## src/logic/iadt_pkg.sv

```systemverilog
// constants and types shared by the address/data transfer block
package iadt_pkg;
    // ****************************************
    // timing
    // ****************************************
    localparam int CLK_PERIOD_NS = 10;
    localparam int SCL_LOW_NS    = 4700;
    localparam int SCL_HIGH_NS   = 4000;
    localparam int CNT_W         = 9;
    // least times, rounded up to whole cycles
    localparam logic [CNT_W-1:0] SCL_LOW_CYC  =
        CNT_W'((SCL_LOW_NS + CLK_PERIOD_NS - 1) / CLK_PERIOD_NS);
    localparam logic [CNT_W-1:0] SCL_HIGH_CYC =
        CNT_W'((SCL_HIGH_NS + CLK_PERIOD_NS - 1) / CLK_PERIOD_NS);
    localparam logic [CNT_W-1:0] CNT_ZERO     = 9'h000;
    localparam logic [CNT_W-1:0] CNT_STEP     = 9'h001;

    // ****************************************
    // byte framing
    // ****************************************
    localparam logic [3:0] BIT_LAST_DATA = 4'h7;
    localparam logic [3:0] BIT_ACK       = 4'h8;
    localparam logic [3:0] BIT_FIRST     = 4'h0;
    localparam logic [3:0] BIT_STEP      = 4'h1;

    // ****************************************
    // types
    // ****************************************
    typedef enum logic [1:0] {
        S_IDLE = 2'b00,
        S_BITS = 2'b01,
        S_WAIT = 2'b10
    } iadt_slv_st_type;

    typedef enum logic [2:0] {
        M_IDLE = 3'b000,
        M_WAIT = 3'b001,
        M_LOW  = 3'b010,
        M_REL  = 3'b011,
        M_HIGH = 3'b100
    } iadt_mst_st_type;

    typedef struct packed {
        logic addr_match;
        logic end_addr;
        logic end_xfer;
    } iadt_evt_type;

    localparam iadt_evt_type EVT_NONE = 3'h0;
endpackage

```

## src/logic/iadt_sync.sv

```systemverilog
// two-stage synchroniser for the clock and data lines
`timescale 1ns/1ps
module iadt_sync (
    input  wire logic       clk_sys_i,
    input  wire logic       srst_i,
    input  wire logic [1:0] async_i,
    output logic      [1:0] sync_o
);
    // ****************************************
    // two flops, first read only by second
    // ****************************************
    logic [1:0] meta_ff;
    logic [1:0] sync_ff;

    always_ff @(posedge clk_sys_i) begin
        if (srst_i) begin
            meta_ff <= 2'h3;
            sync_ff <= 2'h3;
        end else begin
            meta_ff <= async_i;
            sync_ff <= meta_ff;
        end
    end

    assign sync_o = sync_ff;
endmodule

```

## src/logic/iadt_core.sv

```systemverilog
// two-wire peer: address and data phases of a master-transmit transfer
// Function
// - matched slave acks address; master samples ack at ninth rising edge
// - master interrupts end of address at ninth falling edge
// - matched slave holds clock low after address and interrupts
// - master byte write loads data and releases master wait
// - master waits for released clock line before clocking next byte
// - slave acks data when ack enable set; master samples at ninth rise
// - at ninth fall of data both hold clock low and interrupt
// - unmatched slave gives no ack, no interrupt, no wait
// - master interrupts end of address whether acked or not
`timescale 1ns/1ps
module iadt_core
    import iadt_pkg::*;
(
    input  wire logic         clk_sys_i,
    input  wire logic         srst_i,
    input  wire logic         master_mode_i,
    input  wire logic         arm_i,
    input  wire logic [6:0]   own_address_value_i,
    input  wire logic         ack_enable_bit_i,
    input  wire logic         wait_release_bit_i,
    input  wire logic         tx_wr_i,
    input  wire logic [7:0]   tx_data_i,
    input  wire logic         clock_line_i,
    output logic              clock_line_o,
    output logic              clock_line_oe_o,
    input  wire logic         data_line_i,
    output logic              data_line_o,
    output logic              data_line_oe_o,
    output logic              bus_event_interrupt_o,
    output iadt_evt_type      event_o,
    output logic              ack_detected_flag_o,
    output logic [7:0]        rx_data_o
);
    // ****************************************
    // line sampling
    // ****************************************
    logic [1:0] line_s;
    logic       scl_s;
    logic       sda_s;
    logic       scl_q_ff;
    logic       scl_rise;
    logic       scl_fall;

    iadt_sync u_sync (
        .clk_sys_i (clk_sys_i),
        .srst_i    (srst_i),
        .async_i   ({clock_line_i, data_line_i}),
        .sync_o    (line_s)
    );

    assign scl_s = line_s[1];
    assign sda_s = line_s[0];

    always_ff @(posedge clk_sys_i) begin
        if (srst_i) begin
            scl_q_ff <= 1'b1;
        end else begin
            scl_q_ff <= scl_s;
        end
    end

    assign scl_rise = scl_s & ~scl_q_ff;
    assign scl_fall = ~scl_s & scl_q_ff;

    // ****************************************
    // slave side
    // ****************************************
    iadt_slv_st_type slv_st_ff;
    logic [3:0]      slv_cnt_ff;
    logic [7:0]      slv_sh_ff;
    logic            slv_addr_ff;
    logic            slv_rose_ff;
    logic            slv_sda_ff;
    logic            wait_release_bit_ff;
    logic            nxt_wait_release_bit;
    iadt_evt_type    slv_evt_ff;
    logic [7:0]      rx_data_ff;
    logic            slv_ack_due;

    // address compare uses the upper seven bits of the first byte, r/w bit ignored
    assign slv_ack_due = slv_addr_ff ? (slv_sh_ff[7:1] == own_address_value_i)
                                     : ack_enable_bit_i;

    // set wins over the self-clear
    assign nxt_wait_release_bit = wait_release_bit_i | (wait_release_bit_ff & (slv_st_ff != S_WAIT));

    always_ff @(posedge clk_sys_i) begin
        if (srst_i) begin
            wait_release_bit_ff <= 1'b0;
        end else begin
            wait_release_bit_ff <= nxt_wait_release_bit;
        end
    end

    always_ff @(posedge clk_sys_i) begin
        if (srst_i) begin
            slv_st_ff   <= S_IDLE;
            slv_cnt_ff  <= BIT_FIRST;
            slv_sh_ff   <= 8'h00;
            slv_addr_ff <= 1'b0;
            slv_rose_ff <= 1'b0;
            slv_sda_ff  <= 1'b0;
            slv_evt_ff  <= EVT_NONE;
            rx_data_ff  <= 8'h00;
        end else begin
            slv_evt_ff <= EVT_NONE;
            unique case (slv_st_ff)
                S_IDLE: begin
                    if (arm_i && !master_mode_i) begin
                        slv_st_ff   <= S_BITS;
                        slv_cnt_ff  <= BIT_FIRST;
                        slv_addr_ff <= 1'b1;
                        slv_rose_ff <= 1'b0;
                    end
                end
                S_BITS: begin
                    if (scl_rise && slv_cnt_ff != BIT_ACK) begin
                        slv_sh_ff <= {slv_sh_ff[6:0], sda_s};
                    end
                    if (scl_rise) begin
                        slv_rose_ff <= 1'b1;
                    end
                    // the fall that opens the first byte carries no bit
                    if (scl_fall && slv_rose_ff) begin
                        if (slv_cnt_ff == BIT_LAST_DATA) begin
                            if (slv_addr_ff && !slv_ack_due) begin
                                slv_st_ff <= S_IDLE;
                            end else begin
                                slv_sda_ff <= slv_ack_due;
                                slv_cnt_ff <= BIT_ACK;
                            end
                        end else if (slv_cnt_ff == BIT_ACK) begin
                            slv_sda_ff <= 1'b0;
                            slv_st_ff  <= S_WAIT;
                            if (slv_addr_ff) begin
                                slv_evt_ff.addr_match <= 1'b1;
                            end else begin
                                slv_evt_ff.end_xfer <= 1'b1;
                                rx_data_ff          <= slv_sh_ff;
                            end
                        end else begin
                            slv_cnt_ff <= slv_cnt_ff + BIT_STEP;
                        end
                    end
                end
                S_WAIT: begin
                    // stays low until control has read the byte and released
                    if (wait_release_bit_ff) begin
                        slv_st_ff   <= S_BITS;
                        slv_cnt_ff  <= BIT_FIRST;
                        slv_addr_ff <= 1'b0;
                        slv_rose_ff <= 1'b0;
                    end
                end
                default: begin
                    slv_st_ff <= S_IDLE;
                end
            endcase
        end
    end

    // ****************************************
    // master side
    // ****************************************
    iadt_mst_st_type  mst_st_ff;
    logic [3:0]       mst_bit_ff;
    logic [7:0]       mst_sh_ff;
    logic [CNT_W-1:0] mst_cnt_ff;
    logic             mst_addr_ff;
    logic             mst_sda_ff;
    logic             ack_ff;
    iadt_evt_type     mst_evt_ff;

    always_ff @(posedge clk_sys_i) begin
        if (srst_i) begin
            mst_st_ff   <= M_IDLE;
            mst_bit_ff  <= BIT_FIRST;
            mst_sh_ff   <= 8'h00;
            mst_cnt_ff  <= CNT_ZERO;
            mst_addr_ff <= 1'b0;
            mst_sda_ff  <= 1'b0;
            ack_ff      <= 1'b0;
            mst_evt_ff  <= EVT_NONE;
        end else begin
            mst_evt_ff <= EVT_NONE;
            unique case (mst_st_ff)
                M_IDLE: begin
                    if (arm_i && master_mode_i) begin
                        mst_st_ff   <= M_WAIT;
                        mst_addr_ff <= 1'b1;
                    end
                end
                M_WAIT: begin
                    if (tx_wr_i) begin
                        mst_sh_ff  <= tx_data_i;
                        mst_sda_ff <= ~tx_data_i[7];
                        mst_bit_ff <= BIT_FIRST;
                        mst_cnt_ff <= SCL_LOW_CYC;
                        mst_st_ff  <= M_LOW;
                    end
                end
                M_LOW: begin
                    if (mst_cnt_ff == CNT_ZERO) begin
                        mst_st_ff <= M_REL;
                    end else begin
                        mst_cnt_ff <= mst_cnt_ff - CNT_STEP;
                    end
                end
                M_REL: begin
                    // a stretching slave keeps us here until it lets go
                    if (scl_s) begin
                        mst_st_ff  <= M_HIGH;
                        mst_cnt_ff <= SCL_HIGH_CYC;
                        if (mst_bit_ff == BIT_ACK) begin
                            ack_ff <= ~sda_s;
                        end
                    end
                end
                M_HIGH: begin
                    if (mst_cnt_ff != CNT_ZERO) begin
                        mst_cnt_ff <= mst_cnt_ff - CNT_STEP;
                    end else if (mst_bit_ff == BIT_ACK) begin
                        mst_st_ff   <= M_WAIT;
                        mst_sda_ff  <= 1'b0;
                        mst_addr_ff <= 1'b0;
                        // raised on ack and nack alike
                        mst_evt_ff.end_addr <= mst_addr_ff;
                        mst_evt_ff.end_xfer <= ~mst_addr_ff;
                    end else begin
                        mst_bit_ff <= mst_bit_ff + BIT_STEP;
                        mst_sh_ff  <= {mst_sh_ff[6:0], 1'b1};
                        mst_sda_ff <= (mst_bit_ff != BIT_LAST_DATA) & ~mst_sh_ff[6];
                        mst_cnt_ff <= SCL_LOW_CYC;
                        mst_st_ff  <= M_LOW;
                    end
                end
                default: begin
                    mst_st_ff <= M_IDLE;
                end
            endcase
        end
    end

    // ****************************************
    // pins and events
    // ****************************************
    assign clock_line_o          = 1'b0;
    assign data_line_o           = 1'b0;
    assign clock_line_oe_o       = (slv_st_ff == S_WAIT) || (mst_st_ff == M_WAIT)
                                   || (mst_st_ff == M_LOW);
    assign data_line_oe_o        = slv_sda_ff | mst_sda_ff;
    assign event_o               = slv_evt_ff | mst_evt_ff;
    assign bus_event_interrupt_o = |event_o;
    assign ack_detected_flag_o   = ack_ff;
    assign rx_data_o             = rx_data_ff;

    // ****************************************
    // checks
    // ****************************************
    mst_irq_a: assert property (@(posedge clk_sys_i) disable iff (srst_i)
        (mst_st_ff == M_HIGH && mst_cnt_ff == CNT_ZERO && mst_bit_ff == BIT_ACK
         && mst_addr_ff) |=> (event_o.end_addr && clock_line_oe_o))
        else $error("no end of address event at ninth fall");
    nack_irq_a: assert property (@(posedge clk_sys_i) disable iff (srst_i)
        (mst_st_ff == M_REL && scl_s && mst_bit_ff == BIT_ACK && mst_addr_ff && sda_s)
        |=> ##[1:500] event_o.end_addr)
        else $error("nack address gave no event");
    ack_sample_a: assert property (@(posedge clk_sys_i) disable iff (srst_i)
        (mst_st_ff == M_REL && scl_s && mst_bit_ff == BIT_ACK)
        |=> (ack_detected_flag_o == !$past(sda_s)))
        else $error("ack flag not sampled at ninth rise");
    slv_wait_a: assert property (@(posedge clk_sys_i) disable iff (srst_i)
        $rose(event_o.addr_match) |-> (clock_line_oe_o && slv_st_ff == S_WAIT))
        else $error("address match without wait");
    nomatch_a: assert property (@(posedge clk_sys_i) disable iff (srst_i)
        (slv_st_ff == S_BITS && scl_fall && slv_cnt_ff == BIT_LAST_DATA && slv_addr_ff
         && slv_sh_ff[7:1] != own_address_value_i)
        |=> (slv_st_ff == S_IDLE && !slv_sda_ff) [*2])
        else $error("unmatched slave acted");
    tx_load_a: assert property (@(posedge clk_sys_i) disable iff (srst_i)
        (mst_st_ff == M_WAIT && tx_wr_i)
        |=> (mst_st_ff == M_LOW && mst_sh_ff == $past(tx_data_i)))
        else $error("byte write did not load and release");
    stretch_a: assert property (@(posedge clk_sys_i) disable iff (srst_i)
        (mst_st_ff == M_REL && !scl_s) |=> (mst_st_ff == M_REL))
        else $error("master clocked over a held clock line");
    data_ack_a: assert property (@(posedge clk_sys_i) disable iff (srst_i)
        (slv_st_ff == S_BITS && scl_fall && slv_cnt_ff == BIT_LAST_DATA && !slv_addr_ff)
        |=> (data_line_oe_o == $past(ack_enable_bit_i)))
        else $error("data ack does not follow ack enable");
    end_xfer_a: assert property (@(posedge clk_sys_i) disable iff (srst_i)
        (slv_st_ff == S_BITS && scl_fall && slv_cnt_ff == BIT_ACK && !slv_addr_ff)
        |=> (event_o.end_xfer && clock_line_oe_o && rx_data_o == $past(slv_sh_ff)))
        else $error("slave end of transfer missing");
    wait_release_bit_clear_a: assert property (@(posedge clk_sys_i) disable iff (srst_i)
        (slv_st_ff == S_WAIT && wait_release_bit_ff && !wait_release_bit_i)
        |=> (!wait_release_bit_ff && slv_st_ff == S_BITS))
        else $error("wait release bit did not self clear");
endmodule

```

## config.mk

```make
export PLATFORM = sky130hd
export DESIGN_NAME = iadt_core
export DESIGN_NICKNAME = d
export VERILOG_FILES = /design/src/logic/iadt_pkg.sv /design/src/logic/iadt_sync.sv /design/src/logic/iadt_core.sv
export SDC_FILE = /design/constraint.sdc
export NUM_CORES = 1
export LEC_CHECK = 0
export ABC_AREA = 1
export BUFFER_PORTS_ARGS = -buffer_cell sky130_fd_sc_hd__buf_2
export CAP_MARGIN = 20
export CELL_PAD_IN_SITES_DETAIL_PLACEMENT = 0
export CELL_PAD_IN_SITES_GLOBAL_PLACEMENT = 1
export CORE_MARGIN = 4
export CORE_UTILIZATION = 44
export DETAILED_ROUTE_END_ITERATION = 10
export HOLD_SLACK_MARGIN = 0.12
export PLACE_DENSITY_LB_ADDON = 0.1
export SLEW_MARGIN = 15
export SYNTH_ARGS = -nofsm -noshare
export SYNTH_HDL_FRONTEND = slang
export SYNTH_SLANG_ARGS = --single-unit
```

## constraint.sdc

```tcl
create_clock -name clk_sys_i -period 4.5 [get_ports clk_sys_i]
set_input_delay 0.9 -clock clk_sys_i [delete_from_list [all_inputs] [get_ports clk_sys_i]]
set_output_delay 0.9 -clock clk_sys_i [all_outputs]
set_load 0.1 [all_outputs]
```

==> results.json, run 1 <==
{
  "via_per_inst": 4.84,
  "synth_ff_type": "dfxtp_1",
  "synth.largest_area_cell": "dfxtp_1",
  "yosysSeqAreaShare_pct": 38.5,
  "post-route-period-util_pct": 56.2,
  "rsz0062_at_grt": "no",
  "ant_nets": 0,
  "leakage_nw": 1.66,
  "via_count": 2892,
  "startpoint_type": "flop",
  "final.setup_skew_ps": 13.0,
  "die_x_um": 93.0,
  "io_buffers": 38,
  "ctsRootBufferMaster": "clkbuf_8",
  "hold_viol": 0,
  "synth-edff-count": 0,
  "setup_violations": 0,
  "min_path_cells": 1,
  "timing.final.crit_period_ps": 2530,
  "tns_ps": 0,
  "max_slew_margin_pct": 62.1,
  "io_pins": 41,
  "die-height_um": 93.0,
  "gr-total-overflow": 0,
  "insertedDiodeCount": 0,
  "grt_util_all_layers_pct": 17.4,
  "nNetsFinal": 526,
  "tightestPinTransition_ps": 567,
  "cts.path.max_buffers": 2,
  "htreeDepth": 3,
  "synth_most_common_cell": "nand2_1",
  "post_cts.repair.setup_buffers": 0,
  "path_clk_slew_ps": 70,
  "power_density_nw_per_um2": 511,
  "status": "complete, no violations",
  "yosys_warnings": 0,
  "hold_ws_ps": 408,
  "grt_pass1_wl_um": 12100,
  "wl_per_cell_um": 11.7,
  "fmax_mhz": 396,
  "initial_core_util_pct": 46.0,
  "hpwl_um": 5170,
  "fp-row-count": 30,
  "postSynthCellCount": 459,
  "max_cap_violations": 0,
  "syn-cell-area_um2": 3180,
  "crit_type": "flop to output port",
  "critPathCaptureType": "output port",
  "grt_antenna_before_repair": 0,
  "avgSynthCellArea_um2": 6.92,
  "cts_tree": "yes",
  "synth_cell_types": 38,
  "numCtsBuffers": 9,
  "ctsResizeCount": 0,
  "dr.pass1.iters": 4,
  "crit_arrival_ps": 1630,
  "hold_path.class": "flop to flop",
  "cts_sinks": 61,
  "drtIter0Drc": 94,
  "drc": 0,
  "cts_hold_buf": 0,
  "routed_wirelength_um": 6970,
  "ys_ff_latch": 61,
  "place_congestion": 0.823,
  "grt_max_degree": 24,
  "drv_slew": 0,
  "worst_ep_required_time_ps": 3600,
  "ys_top_cells_by_count": "99 x nand2_1, 63 x inv_1, 61 x dfxtp_1, 47 x a21oi_1, 43 x nor2_1",
  "synthArstFlopShare_pct": 0,
  "synth_area_leaders": "dfxtp_1 38%, nand2_1 12%, inv_1 7.4%, a21oi_1 7.4%, o21ai_0 5.4%",
  "clkLatencyLatePin_ps": 340,
  "core_area_um2": 6910,
  "die-area_um2": 8640,
  "reg2reg_depth": 10,
  "first_global_vias": 2673,
  "ir_drop_mv": 0.219,
  "crit_path_max_fanout": 5,
  "drive_above_1_share_pct": 17.6,
  "synth_top_area_share_pct": 38.5,
  "syn2layout_area_growth_pct": 14.4
}
==> final cells by class <==
cell class	count	area [um^2]
Multi-Input combinational cell	318	1610
Tap cell	96	120
Inverter	67	256
Fill cell	740	3270
Clock inverter	6	86.3
Clock buffer	10	138
Timing Repair Buffer	39	198
Sequential cell	61	1220
==> metrics by stage <==
stage,worst slack [ps],util [%],cells,cell area [um^2],total power (W)
finish,1970,52.6,597,3630,0.00186
global placement,2170,49.4,581,3410,0.00131
floorplan,1790,-,460,3180,0.00121
detailed placement,2110,49.4,581,3410,0.00132
global route,1870,52.6,597,3630,0.00199
CTS,1950,52.6,597,3630,0.00188
==> power by group <==
| part | total [W] | internal (W) | switching, W |
|---|---|---|---|
| registers | 0.000668 | 0.000613 | 0.0000546 |
| logic | 0.000640 | 0.000207 | 0.000433 |
| clock network | 0.000550 | 0.000326 | 0.000224 |
==> critical path: stages (launching register included) <==
cell,delay [ps]
dfxtp_1,400
inv_2,90
nor2_4,140
nand2_2,110
nand3_1,110
buf_2,440
==> registers in the layout, summed over array words and instances (netlist names), 2 cells and up <==
register	cells
rx_data_o	8
slv_st_ff	2
mst_st_ff	3
mst_cnt_ff	9
slv_sh_ff	8
u_sync.sync_o	2
u_sync.meta_ff	2
mst_sh_ff	7
slv_evt_ff	2
mst_evt_ff	2
mst_bit_ff	4
slv_cnt_ff	4
==> metal layers <==
layer  track usage [%]  wire length [um]
met5                 0                 0
met4              5.49                78
met3              4.63               324
met2              26.9              3080
met1              23.7              3490
==> kinds of logic (layout without fill, tap and decap cells) <==
| group | Yosys count | count (layout) | share of synthesized area [%] |
|---|---|---|---|
| AND/OR/NAND/NOR | 211 | 211 | 31.0 |
| AO/OA/AOI/OAI | 95 | 95 | 15.9 |
| buffers and inverters | 81 | 122 | 10.8 |
| flip-flops | 61 | 61 | 38.5 |
| adder cells (fa/ha/maj) | 6 | 6 | 2.36 |
| XOR/XNOR | 4 | 4 | 1.34 |
| other | 1 | 2 | 0.118 |
==> path summary, 6_finish.rpt <==
path	startpoint	slack (ps)	end
worst max-delay path	mst_st_ff[1]$_SDFFE_PP0P_	1970	clock_line_oe_o
worst min-delay path	u_sync.meta_ff[0]$_SDFF_PP1_	410	u_sync.sync_o[0]$_SDFF_PP1_
worst max register to register	mst_bit_ff[0]$_SDFFE_PP0P_	2480	mst_cnt_ff[6]$_SDFFE_PP0P_
worst min register to register	u_sync.meta_ff[0]$_SDFF_PP1_	410	u_sync.sync_o[0]$_SDFF_PP1_
==> cells in the final DEF (no fill, tap or decap), types with 2 or more instances in the layout <==
| cell | synthesis | final |
|---|---|---|
| nand4_1 | 6 | 6 |
| nand2_1 | 99 | 99 |
| nand3_2 | 2 | 2 |
| ha_1 | 6 | 6 |
| xor2_1 | 2 | 2 |
| a21oi_1 | 47 | 47 |
| conb_1 | 1 | 2 |
| o21ai_0 | 34 | 34 |
| bufinv_16 | 0 | 2 |
| nor2_2 | 6 | 6 |
| nor2_1 | 43 | 43 |
| inv_1 | 63 | 63 |
| buf_2 | 1 | 38 |
| clkinv_2 | 0 | 2 |
| dfxtp_1 | 61 | 61 |
| nor2_4 | 5 | 5 |
| nand3_4 | 2 | 2 |
| nand3_1 | 33 | 33 |
| nand2_2 | 7 | 7 |
| inv_2 | 2 | 2 |
| a31oi_1 | 2 | 2 |
| or2_2 | 4 | 4 |
| o21ai_1 | 6 | 6 |
| clkbuf_8 | 0 | 10 |
Note: power is estimated with default switching activity, not from simulation.
==> run 2, diff against run 1 <==
CORE_UTILIZATION = 41   (was 44)
clock period = 2.35 ns   (was 4.5 ns; I/O delays follow)
==> run 2 against run 1 <==
Net effect: critical path depth is the same; setup slack lost 1700 ps; flip-flop and latch count is the same; global-route usage grew 0.11 points; clock skew shrank 5.8 ps; cell count grew 1.0%; core utilization shrank 3.4 points; design area grew 0.24%; power grew 87%; sequential power grew 92%; routed wire length grew 5.5%; sequential share of layout area shrank 0.081 points; largest power group unchanged; highest routed layer unchanged.
==> results.json, run 2 (synthesis gave the netlist of run 1 again) <==
{
  "io_pins": 41,
  "top_register": "mst_cnt_ff",
  "status": "complete, no violations",
  "crit_path_max_fanout": 5,
  "ctsRootBufferMaster": "clkbuf_8",
  "tightestPinTransition_ps": 531,
  "gr-total-overflow": 0,
  "clkLatencyLatePin_ps": 340,
  "final.setup_skew_ps": 7.24,
  "final_cell_mix": "99 x nand2_1, 63 x inv_1, 61 x dfxtp_1",
  "first_global_vias": 2613,
  "setup_violations": 0,
  "drive_above_1_share_pct": 18.1,
  "multiInputGateArea_um2": 1610,
  "grt_antenna_before_repair": 0,
  "grt_max_degree": 23,
  "layout.cells.most_common": "nand2_1",
  "ant_nets": 0,
  "numCtsBuffers": 9,
  "insertedDiodeCount": 0,
  "max_slew_margin_pct": 64.5,
  "fillerInstances": 772,
  "io_buffers": 38,
  "post_cts.repair.setup_buffers": 0,
  "hold_viol": 0,
  "path_clk_slew_ps": 70,
  "grt_pass1_wl_um": 12400,
  "cts_sinks": 61,
  "regArea_um2": 1220,
  "place_congestion": 0.803,
  "rsz0062_at_grt": "no",
  "fmax_mhz": 476,
  "max_cap_violations": 0,
  "critPathCaptureType": "output port",
  "ir_drop_mv": 0.406,
  "syn2layout_area_growth_pct": 14.7,
  "wl_per_cell_um": 12.2,
  "ctsResizeCount": 0,
  "tns_ps": 0,
  "drv_slew": 0,
  "die-area_um2": 9220,
  "largest_reg_flops": 9,
  "nNetsFinal": 530,
  "htreeDepth": 3,
  "routed_wirelength_um": 7350,
  "cp_cell_sequence": "inv_2, nor2_4, nand2_2, nand3_1, buf_2",
  "initial_core_util_pct": 42.9,
  "leakage_nw": 1.67,
  "slowest_delay_ps": 440,
  "hold_ws_ps": 308,
  "via_count": 2866,
  "core_area_um2": 7410,
  "cpMaxStageDelayCell": "buf_2",
  "timing.final.crit_period_ps": 2100,
  "worst_ep_required_time_ps": 1880,
  "grt_util_all_layers_pct": 17.6,
  "dr.pass1.iters": 4,
  "drc": 0,
  "crit_buf_inv": 2,
  "power_density_nw_per_um2": 956,
  "crit_arrival_ps": 1630,
  "die-height_um": 96.0,
  "fp-row-count": 31,
  "startpoint_type": "flop",
  "r2r_slack_ps": 480,
  "post-route-period-util_pct": 89.5,
  "cts_tree": "yes",
  "hpwl_um": 5500,
  "hold_path.class": "input pin to flop",
  "crit_type": "flop to output port",
  "drtIter0Drc": 113,
  "critPathTopFamily": "buffers and inverters",
  "cts.path.max_buffers": 2,
  "die_x_um": 96.0,
  "via_per_inst": 4.75,
  "cts_hold_buf": 0
}
run 2: cell type report:
| type | count | share of cell area [%] |
|---|---|---|
| multi-input combinational | 318 | 44.3 |
| timing repair buffer | 43 | 6.25 |
| sequential | 61 | 33.5 |
| inverter | 67 | 7.04 |
| clock buffer | 11 | 4.16 |
| clock inverter | 4 | 1.31 |
| tap | 99 | 3.40 |
run 2: report_power, final:
group	internal, W	switching (W)	leakage, nW	total (W)
clock	0.000538	0.000414	0.101	0.000952
sequential	0.00117	0.000106	0.497	0.00128
combinational	0.000402	0.000847	1.07	0.00125
run 2: metal layers:
metal | wire [um] | share of wire [%] | track usage [%]
met5 | 0 | 0 | 0
met3 | 364 | 4.9 | 5.63
met1 | 3590 | 49 | 24.2
met2 | 3340 | 45 | 26.3
met4 | 68 | 0.92 | 4.62
run 2: through the flow:
stage | total power [W] | worst slack [ps] | cells | util [%] | cell area (um^2)
final | 0.00348 | 247 | 603 | 49.2 | 3640
after global routing | 0.00374 | 154 | 603 | 49.2 | 3640
after CTS | 0.00352 | 217 | 603 | 49.2 | 3640
after detailed placement | 0.00255 | 503 | 588 | 46.5 | 3440
after global placement | 0.00254 | 559 | 588 | 46.5 | 3440
after floorplan | 0.00232 | 71.8 | 460 | - | 3180
run 2: final timing paths:
check,startpoint,to,cells past startpoint
worst max-delay path,mst_st_ff[1]$_SDFFE_PP0P_,clock_line_oe_o,5
worst min register to register,u_sync.meta_ff[0]$_SDFF_PP1_,u_sync.sync_o[0]$_SDFF_PP1_,1
worst min-delay path,data_line_i,u_sync.meta_ff[0]$_SDFF_PP1_,2
worst max register to register,mst_bit_ff[0]$_SDFFE_PP0P_,mst_cnt_ff[2]$_SDFFE_PP0P_,10
==> run 3, diff against run 2 <==
ABC_AREA = 0   (was 1)
CORE_UTILIZATION = 43   (was 41)
==> run 3 against run 2 <==
Net effect: non-clock buffer count increased by 10; hold slack improved by 11 ps; global-route usage decreased by 0.71 points; largest cell class unchanged; highest routed layer unchanged.
==> results.json, run 3 <==
{
  "io_pins": 41,
  "ctsRootBufferMaster": "clkbuf_8",
  "drive_above_1_share_pct": 23.4,
  "cts_hold_buf": 0,
  "fin_util_pct": 52.3,
  "io_buffers": 38,
  "fillerInstances": 666,
  "combPwrFrac_pct": 18.4,
  "setup_violations": 0,
  "first_global_vias": 2419,
  "postSynthCellCount": 331,
  "reg2reg_depth": 6,
  "min-delay-start": "data_line_i",
  "tightestPinTransition_ps": 653,
  "tns_ps": 0,
  "synthArstFlopShare_pct": 0,
  "grt_util_all_layers_pct": 16.8,
  "die-area_um2": 8390,
  "htreeDepth": 3,
  "fp-row-count": 30,
  "hold_path.class": "input pin to flop",
  "cts.path.max_buffers": 2,
  "ant_nets": 0,
  "p_int_w": 0.00188,
  "grt_pass1_wl_um": 11400,
  "ctsResizeCount": 0,
  "drv_slew": 0,
  "r2r_slack_ps": 350,
  "power_frac_clock_pct": 38.6,
  "power_density_nw_per_um2": 746,
  "gr-total-overflow": 0,
  "path_clk_slew_ps": 80,
  "cts_sinks": 61,
  "regToRegEndpoint": "mst_bit_ff[2]$_SDFFE_PP0P_",
  "grt_antenna_before_repair": 0,
  "numCtsBuffers": 9,
  "synth_top_area_share_pct": 40.6,
  "hold_viol": 0,
  "synth_ff_type": "dfxtp_1",
  "grt_max_degree": 38,
  "yosys_warnings": 0,
  "ir_drop_mv": 0.309,
  "synth-edff-count": 0,
  "max_cap_violations": 0,
  "worstSetupStartpoint": "mst_st_ff[1]$_SDFFE_PP0P_",
  "timing.final.crit_period_ps": 2070,
  "drtIter0Drc": 60,
  "syn-cell-area_um2": 3010,
  "via_per_inst": 5.15,
  "wl_per_cell_um": 13.7,
  "post_cts.repair.setup_buffers": 0,
  "min_path_cells": 2,
  "synth_cell_types": 56,
  "synth_most_common_cell": "dfxtp_1",
  "routed_wirelength_um": 6560,
  "avgSynthCellArea_um2": 9.08,
  "drc": 0,
  "dr.pass1.iters": 4,
  "nNetsFinal": 409,
  "max_slew_margin_pct": 56.2,
  "clkLatencyLatePin_ps": 330,
  "netSwitchingFraction_pct": 29.0,
  "yosysSeqAreaShare_pct": 40.6,
  "cts_tree": "yes",
  "fmax_mhz": 482,
  "final.setup_skew_ps": 8.32,
  "post-route-period-util_pct": 88.2,
  "rsz0062_at_grt": "no",
  "die-height_um": 91.6,
  "synth_area_leaders": "dfxtp_1 41%, mux2i_1 8.3%, nor2_1 4.5%, a21oi_1 3.8%, ha_1 2.5%",
  "crit_path_max_fanout": 10,
  "die_x_um": 91.6,
  "critPathCaptureType": "output port",
  "p_switching_w": 0.000769,
  "p_seq_share_pct": 43.0,
  "crit_type": "flop to output port",
  "worst_ep_required_time_ps": 1880,
  "r2r-start": "mst_cnt_ff[4]$_SDFFE_PP0P_",
  "startpoint_type": "flop",
  "via_count": 2472,
  "place_congestion": 0.779,
  "syn2layout_area_growth_pct": 18.2,
  "worstHoldEndpoint": "u_sync.meta_ff[0]$_SDFF_PP1_",
  "hpwl_um": 4630,
  "largest_reg_flops": 9,
  "layout.cells.most_common": "dfxtp_1",
  "ys_top_cells_by_count": "61 x dfxtp_1, 36 x nor2_1, 25 x mux2i_1, 23 x a21oi_1, 19 x nand2_1",
  "core_area_um2": 6790,
  "status": "complete, no violations",
  "synth.largest_area_cell": "dfxtp_1",
  "final_cell_mix": "61 x dfxtp_1, 38 x buf_2, 36 x nor2_1",
  "initial_core_util_pct": 44.2,
  "insertedDiodeCount": 0,
  "ys_ff_latch": 61,
  "crit_arrival_ps": 1600,
  "leakage_nw": 1.45,
  "top_register": "mst_cnt_ff"
}
==> run 3: changes by cell type in the layout (fill, tap and decap cells not counted), sizes merged, moves of 17 or more <==
cell | previous run | this run
mux2i | 0 | 25
nand3 | 37 | 8
inv | 66 | 12
o21ai | 41 | 13
nand2 | 107 | 20
nor2 | 54 | 37
a21oi | 47 | 23
==> run 3: worst max path at each step <==
stage | endpoint | slack, ps | depth (start not counted)
6_report | clock_line_oe_o | 280 | 3
5_1_grt | mst_bit_ff[2]$_SDFFE_PP0P_ | 180 | 6
4_1_cts | clock_line_oe_o | 250 | 3
3_5_place_dp | mst_bit_ff[2]$_SDFFE_PP0P_ | 360 | 6
3_3_place_gp | mst_bit_ff[2]$_SDFFE_PP0P_ | 280 | 5
2_1_floorplan | bus_event_interrupt_o | 300 | 2
==> run 3: power groups by stage <==
| stage | logic [W] | registers (W) | clock network, W |
|---|---|---|---|
| 2_1_floorplan | 0.000384 | 0.00115 | 0 |
| 3_3_place_gp | 0.000488 | 0.00116 | 0 |
| 3_5_place_dp | 0.000491 | 0.00116 | 0 |
| 4_1_cts | 0.000491 | 0.00114 | 0.00106 |
| 5_1_grt | 0.000535 | 0.00115 | 0.00111 |
| 6_report | 0.000488 | 0.00114 | 0.00102 |
==> run 3: cells by family after synthesis <==
family	Yosys count	share of synthesized area, %
compound gates	76	17.3
xor+xnor	10	2.91
fa+ha+maj	6	2.50
buf+inv	28	4.70
flops	61	40.6
mux	26	8.70
other cells	1	0.125
simple gates	123	23.1
==> run 3: final cells by class <==
cell class | count | area (um^2) | share of cell area [%]
Clock inverter | 6 | 86.3 | 2.43
Tap cell | 96 | 120 | 3.38
Multi-Input combinational cell | 243 | 1650 | 46.4
Timing Repair Buffer | 53 | 307 | 8.63
Inverter | 11 | 41.3 | 1.16
Clock buffer | 10 | 128 | 3.59
Sequential cell | 61 | 1220 | 34.4
==> run 3: routing by layer <==
| metal | up-vias | GRT usage (%) | part of all wire (%) |
|---|---|---|---|
| li1 | 1276 | - | - |
| met1 | 1155 | 21.2 | 48 |
| met2 | 37 | 26.8 | 47 |
| met3 | 4 | 5.22 | 3.9 |
| met4 | 0 | 6.41 | 1.1 |
| met5 | - | 0 | 0 |
==> run 3: worst max-delay path, stage by stage (launching register included) <==
cell and delay [ps]:
dfxtp_1 570, xnor2_1 130, o21ai_2 140, buf_2 440
==> run 3: stage by stage <==
stage | hold WS [ps] | setup WS, ps | total power [W] | cell area (um^2) | instances
floorplan | 389 | 304 | 0.00153 | 3010 | 332
global placement | 395 | 282 | 0.00165 | 3330 | 463
detailed placement | 408 | 363 | 0.00165 | 3340 | 464
CTS | 300 | 247 | 0.00269 | 3550 | 480
global route | 297 | 181 | 0.00279 | 3550 | 480
finish | 319 | 277 | 0.00265 | 3550 | 480
